## src/rtl/cmd_status_pkg.sv

```systemverilog
// Constants for the function command and status register pair
package cmd_status_pkg;
  localparam logic [7:0] CFG_DWORD_ADDR = 8'h04;
  localparam logic [7:0] FUNCTION_COMMAND_OFFSET = 8'h04;
  localparam logic [7:0] FUNCTION_STATUS_OFFSET = 8'h06;
  localparam logic [15:0] FUNCTION_COMMAND_RESET = 16'h0000;
  localparam logic [15:0] FUNCTION_STATUS_RESET = 16'h0010;
  localparam int LINE_IRQ_BLOCK_BIT = 10;
  localparam int MASTER_PERMIT_BIT = 2;
  localparam int MEMORY_DECODE_PERMIT_BIT = 1;
  localparam int SELECT_TIMING_LSB = 9;
  localparam logic [1:0] SELECT_TIMING_VALUE = 2'h0;
  localparam int CAPABILITY_LIST_BIT = 4;
  localparam int IRQ_PENDING_BIT = 3;
  localparam logic [15:0] COMMAND_WRITABLE_MASK = 16'h0406;
  localparam int CFG_ANSWER_CYCLES = 1;
endpackage : cmd_status_pkg

```

## src/rtl/cmd_if.sv

```systemverilog
// Command bits and interrupt status shared by the bank and the gating core
interface cmd_if;
  logic line_irq_block;
  logic master_permit;
  logic memory_decode_permit;
  logic irq_pending;
  modport bank (
    output line_irq_block,
    output master_permit,
    output memory_decode_permit,
    input irq_pending
  );
  modport core (
    input line_irq_block,
    input master_permit,
    input memory_decode_permit,
    output irq_pending
  );
endinterface : cmd_if

```

## src/rtl/cmd_status_bank.sv

```systemverilog
// Configuration access to the command and status registers
module cmd_status_bank
  import cmd_status_pkg::*;
(
  input wire logic ref_clk_i,
  input wire logic rst_i,
  input wire logic cfg_wr_i,
  input wire logic cfg_rd_i,
  input wire logic [7:0] cfg_addr_i,
  input wire logic [3:0] cfg_be_i,
  input wire logic [31:0] cfg_wdata_i,
  output logic [31:0] cfg_rdata_o,
  output logic cfg_ack_o,
  cmd_if.bank cif
);
  logic [15:0] cmd_q, cmd_d;
  logic [31:0] rdata_q, rdata_d;
  logic ack_q, ack_d;
  logic [15:0] be_mask;
  logic [15:0] status_word;
  logic hit;

  always_comb begin
    hit = (cfg_addr_i == CFG_DWORD_ADDR);
    be_mask = {{8{cfg_be_i[1]}}, {8{cfg_be_i[0]}}};
    // Only bits 10, 2 and 1 hold state; the rest stay zero
    cmd_d = cmd_q;
    if (cfg_wr_i && hit) begin
      cmd_d = (cmd_q & ~(be_mask & COMMAND_WRITABLE_MASK)) |
              (cfg_wdata_i[15:0] & be_mask & COMMAND_WRITABLE_MASK);
    end
    // Status is rebuilt every read; writes to its bytes are ignored
    status_word = 16'h0000;
    status_word[SELECT_TIMING_LSB +: 2] = SELECT_TIMING_VALUE;
    status_word[CAPABILITY_LIST_BIT] = 1'b1;
    status_word[IRQ_PENDING_BIT] = cif.irq_pending;
    rdata_d = 32'h0000_0000;
    if (cfg_rd_i && hit) begin
      rdata_d = {status_word, cmd_q};
    end
    ack_d = cfg_wr_i | cfg_rd_i;
  end

  always_ff @(posedge ref_clk_i) begin
    if (rst_i) begin
      cmd_q <= FUNCTION_COMMAND_RESET;
      rdata_q <= 32'h0000_0000;
      ack_q <= 1'b0;
    end else begin
      cmd_q <= cmd_d;
      rdata_q <= rdata_d;
      ack_q <= ack_d;
    end
  end

  assign cfg_rdata_o = rdata_q;
  assign cfg_ack_o = ack_q;
  assign cif.line_irq_block = cmd_q[LINE_IRQ_BLOCK_BIT];
  assign cif.master_permit = cmd_q[MASTER_PERMIT_BIT];
  assign cif.memory_decode_permit = cmd_q[MEMORY_DECODE_PERMIT_BIT];
endmodule : cmd_status_bank

```

## src/rtl/pci_function_command_status.sv

```systemverilog
// Command/status pair of the host mailbox function with its gating logic
module pci_function_command_status
  import cmd_status_pkg::*;
(
  input wire logic ref_clk_i,
  input wire logic rst_i,
  input wire logic cfg_wr_i,
  input wire logic cfg_rd_i,
  input wire logic [7:0] cfg_addr_i,
  input wire logic [3:0] cfg_be_i,
  input wire logic [31:0] cfg_wdata_i,
  output logic [31:0] cfg_rdata_o,
  output logic cfg_ack_o,
  input wire logic irq_cond_i,
  input wire logic msi_req_i,
  input wire logic dma_req_i,
  input wire logic mmio_req_i,
  input wire logic fw_notify_en_i,
  output logic line_irq_o,
  output logic msi_o,
  output logic dma_grant_o,
  output logic dma_abort_o,
  output logic master_permit_o,
  output logic fw_permit_mirror_o,
  output logic fw_irq_o,
  output logic mmio_accept_o,
  output logic mmio_reject_o
);
  cmd_if cif ();

  cmd_status_bank u_bank (
    .ref_clk_i(ref_clk_i),
    .rst_i(rst_i),
    .cfg_wr_i(cfg_wr_i),
    .cfg_rd_i(cfg_rd_i),
    .cfg_addr_i(cfg_addr_i),
    .cfg_be_i(cfg_be_i),
    .cfg_wdata_i(cfg_wdata_i),
    .cfg_rdata_o(cfg_rdata_o),
    .cfg_ack_o(cfg_ack_o),
    .cif(cif)
  );

  logic irq_pending_q, irq_pending_d;
  logic line_irq_q, line_irq_d;
  logic msi_q, msi_d;
  logic dma_grant_q, dma_grant_d;
  logic dma_abort_q, dma_abort_d;
  logic permit_q, permit_d;
  logic mirror_q, mirror_d;
  logic fw_irq_q, fw_irq_d;
  logic mmio_acc_q, mmio_acc_d;
  logic mmio_rej_q, mmio_rej_d;

  always_comb begin
    // Pending tracks the source alone so software can poll while blocked
    irq_pending_d = irq_cond_i;
    line_irq_d = irq_cond_i & ~cif.line_irq_block;
    // Message path looks only at the permit, never at the block bit
    msi_d = msi_req_i & cif.master_permit;
    dma_grant_d = dma_req_i & cif.master_permit;
    permit_d = cif.master_permit;
    dma_abort_d = permit_q & ~cif.master_permit;
    mirror_d = cif.master_permit;
    fw_irq_d = fw_notify_en_i & (permit_q ^ cif.master_permit);
    mmio_acc_d = mmio_req_i & cif.memory_decode_permit;
    mmio_rej_d = mmio_req_i & ~cif.memory_decode_permit;
  end

  always_ff @(posedge ref_clk_i) begin
    if (rst_i) begin
      irq_pending_q <= 1'b0;
      line_irq_q <= 1'b0;
      msi_q <= 1'b0;
      dma_grant_q <= 1'b0;
      dma_abort_q <= 1'b0;
      permit_q <= 1'b0;
      mirror_q <= 1'b0;
      fw_irq_q <= 1'b0;
      mmio_acc_q <= 1'b0;
      mmio_rej_q <= 1'b0;
    end else begin
      irq_pending_q <= irq_pending_d;
      line_irq_q <= line_irq_d;
      msi_q <= msi_d;
      dma_grant_q <= dma_grant_d;
      dma_abort_q <= dma_abort_d;
      permit_q <= permit_d;
      mirror_q <= mirror_d;
      fw_irq_q <= fw_irq_d;
      mmio_acc_q <= mmio_acc_d;
      mmio_rej_q <= mmio_rej_d;
    end
  end

  assign cif.irq_pending = irq_pending_q;
  assign line_irq_o = line_irq_q;
  assign msi_o = msi_q;
  assign dma_grant_o = dma_grant_q;
  assign dma_abort_o = dma_abort_q;
  assign master_permit_o = permit_q;
  assign fw_permit_mirror_o = mirror_q;
  assign fw_irq_o = fw_irq_q;
  assign mmio_accept_o = mmio_acc_q;
  assign mmio_reject_o = mmio_rej_q;

  logic rd_hit;
  assign rd_hit = cfg_rd_i && (cfg_addr_i == CFG_DWORD_ADDR);
endmodule : pci_function_command_status

```

## config.mk

```make
export PLATFORM = sky130hd
export DESIGN_NAME = pci_function_command_status
export DESIGN_NICKNAME = d
export VERILOG_FILES = /design/src/rtl/cmd_status_pkg.sv /design/src/rtl/cmd_if.sv /design/src/rtl/cmd_status_bank.sv /design/src/rtl/pci_function_command_status.sv
export SDC_FILE = /design/constraint.sdc
export NUM_CORES = 1
export LEC_CHECK = 0
export BUFFER_PORTS_ARGS = -buffer_cell sky130_fd_sc_hd__buf_2
export CORE_UTILIZATION = 29
export CTS_CLUSTER_DIAMETER = 80
export DETAILED_ROUTE_END_ITERATION = 10
export GPL_ROUTABILITY_DRIVEN = 0
export MAX_ROUTING_LAYER = met4
export PLACE_DENSITY_LB_ADDON = 0.08
export SLEW_MARGIN = 20
export SYNTH_ARGS = -nofsm -noshare
export SYNTH_HDL_FRONTEND = slang
export SYNTH_SLANG_ARGS = --single-unit
```

## constraint.sdc

```tcl
create_clock -name ref_clk_i -period 1.8 [get_ports ref_clk_i]
set_clock_uncertainty 0.2 [all_clocks]
set_input_delay 0.27 -clock ref_clk_i [delete_from_list [all_inputs] [get_ports ref_clk_i]]
set_output_delay 0.27 -clock ref_clk_i [all_outputs]
set_load 0.02 [all_outputs]
```

==> results.toml <==
[floorplanning]
ioPinCount = 95
initial_core_util = 0.319
fp.dieW_um = 55.4
rows = 18
core_um2 = 2590
die_area_um2 = 3060
die_h_um = 55.4

[synthesis]
synth_top_area_frac = 0.436
synth_most_common_cell = "buf_4"
synth_cell_types = 20
synth-seq-cells = 18
syn_avg_cell_area_um2 = 10.3
synthArstFlopShare = 0
yosysTopAreaCell = "dfxtp_1"
synth-edff-count = 0
ys_top_cells_by_area = "dfxtp_1, buf_4, and2_1"
netlist_area_um2 = 826
syn_inst = 80
yosys-top-cells-count = "buf_4, dfxtp_1, and2_1"
ys_dominant_reg_cell = "dfxtp_1"
ys_seq_area_frac = 0.436
yosysWarnings = 0

[job]
drv_cap = 0

[detailed_routing]
drc = 0
vias = 562
drt_wl_total_um = 1250
ant_nets = 0
routedWlPerCell_um = 8.31
first_pass_iters = 3
vias_per_cell = 3.75
detail_route.iter0.violations = 3

[timing]
rsz0062_at_grt = "no"
min_period_over_period = 0.839
final.setup.tns_ps = 0
setup_viol = 0
timing.fmax_mhz = 662
post-route-min-period_ps = 1510
drv_slew = 0
hold_violations = 0

[global_routing]
antenna_found_initial = 0
grt_max_degree = 14
overflow = 0
grt_usage = 0.0927
grt_pass1_vias = 521
grt_pass1_wl_um = 2210

[cells_and_area]
syn_to_final_growth_pct = 20.0
nets = 175
final_cells = 150
final_layout_size_suffix_gt1_frac = 0.383
design_area_um2 = 991
num-fill-cells = 273
diodes = 0

[clock_tree]
cts_sinks = 18
cts.clk_slew.worst_paths_ps = 100
worstSkewPairLatency_ps = 280
ctsResizeCount = 0
htreeDepth = 1
numCtsBuffers = 3
cts_tree = "built"
cts.path.max_buffers = 2
cts-root-buf = "clkbuf_4"

[critical_path]
cp-start-kind = "input port"
cp_max_fo = 3
worst_r2r_path_depth = 3
criticalPathCategory = "in -> reg"
crit_required_ps = 1790
cp-startpoint = "cfg_addr_i[5]"
arrival_ps = 1500
cp-end-kind = "register"

[min_path]
min_path_type = "in -> reg"
worstHoldStart = "cfg_rd_i"
holdPathStages = 3

[run_status]
status = "finished clean"

[placement]
port_buffers = 36
dp_cells = 144
dpl_cell_area_um2 = 935
dpl.hpwl_um = 999

[pwr]
p_leak_nw = 0.530
vdd_drop_max_mv = 0.374
power.total_w = 0.000752
power_density_nw_per_um2 = 759
[per-layer routing]
metal	GRT usage	up-vias	wire length [µm]
met3	0.0141	2	125
met1	0.0933	239	465
met4	0.0643	0	19
met5	-	-	0
li1	-	279	-
met2	0.164	42	636
[metrics by stage]
stage                     setup slack (ps)  hold WS, ps  utilization
after floorplan                       88.5          149            -
after global placement               -25.9          209        0.361
after detailed placement             -28.9          213        0.361
after CTS                              292         19.3        0.383
after global routing                   258         32.6        0.383
final                                  290         21.8        0.383
[repair_timing]
item,4_1_cts,5_1_grt
buffers inserted,0,0
endpoints found under the hold margin,2,0
hold buffers,2,0
[worst max-delay path, cell delays in order]
cell and delay (ps):
buf_2 90, or4_4 570, nor3_4 220, mux2_2 340
[placed cells by master (no fill, tap or decap)]
cell           Yosys  final
and3b_1            1      1
nor3b_1            2      2
and2_1             6      6
dlygate4sd3_1      0      2
mux2i_1            2      2
clkbuf_4           0      3
or4b_4             1      1
clkbuf_8           0      1
nor2_1             3      3
buf_4             28      1
ha_1               1      1
or4_4              1      1
dfxtp_1           18     18
nor3_1             1      1
nor3_4             1      1
buf_2              0     36
nor2b_1            4      4
conb_1             1     27
nor4b_4            1      1
nand2_1            2      2
inv_1              1      1
nand2b_1           4      4
mux2_2             1      1
[where the power goes]
part | total [W] | internal [W] | switching [W] | leakage (nW)
Clock | 0.000245 | 0.000123 | 0.000122 | 0.0210
Combinational | 0.000103 | 0.0000300 | 0.0000734 | 0.363
Sequential | 0.000404 | 0.000403 | 0.000000930 | 0.146
[path summary, 6_finish.rpt]
| kind | endpoint | slack, ps |
|---|---|---|
| max | register | 290 |
| min reg2reg | u_bank.cfg_rdata_o[19] | 230 |
| min | u_bank.cfg_ack_o | 20 |
| max reg2reg | fw_irq_o | 680 |
[cell type report]
class	count	area, µm²	share of cell area
timing repair buffer	39	208	0.210
multi-input combinational	58	345	0.348
sequential	18	360	0.364
inverter	1	3.75	0.00379
clock buffer	4	36.3	0.0366
tap	30	37.5	0.0379
[logic make-up after synthesis]
kind of cell | synth area share
simple gates | 0.242
flops | 0.436
fa+ha+maj | 0.0151
mux | 0.0379
buf+inv | 0.264
other cells | 0.00454
Power figures use the tool's default switching activity.
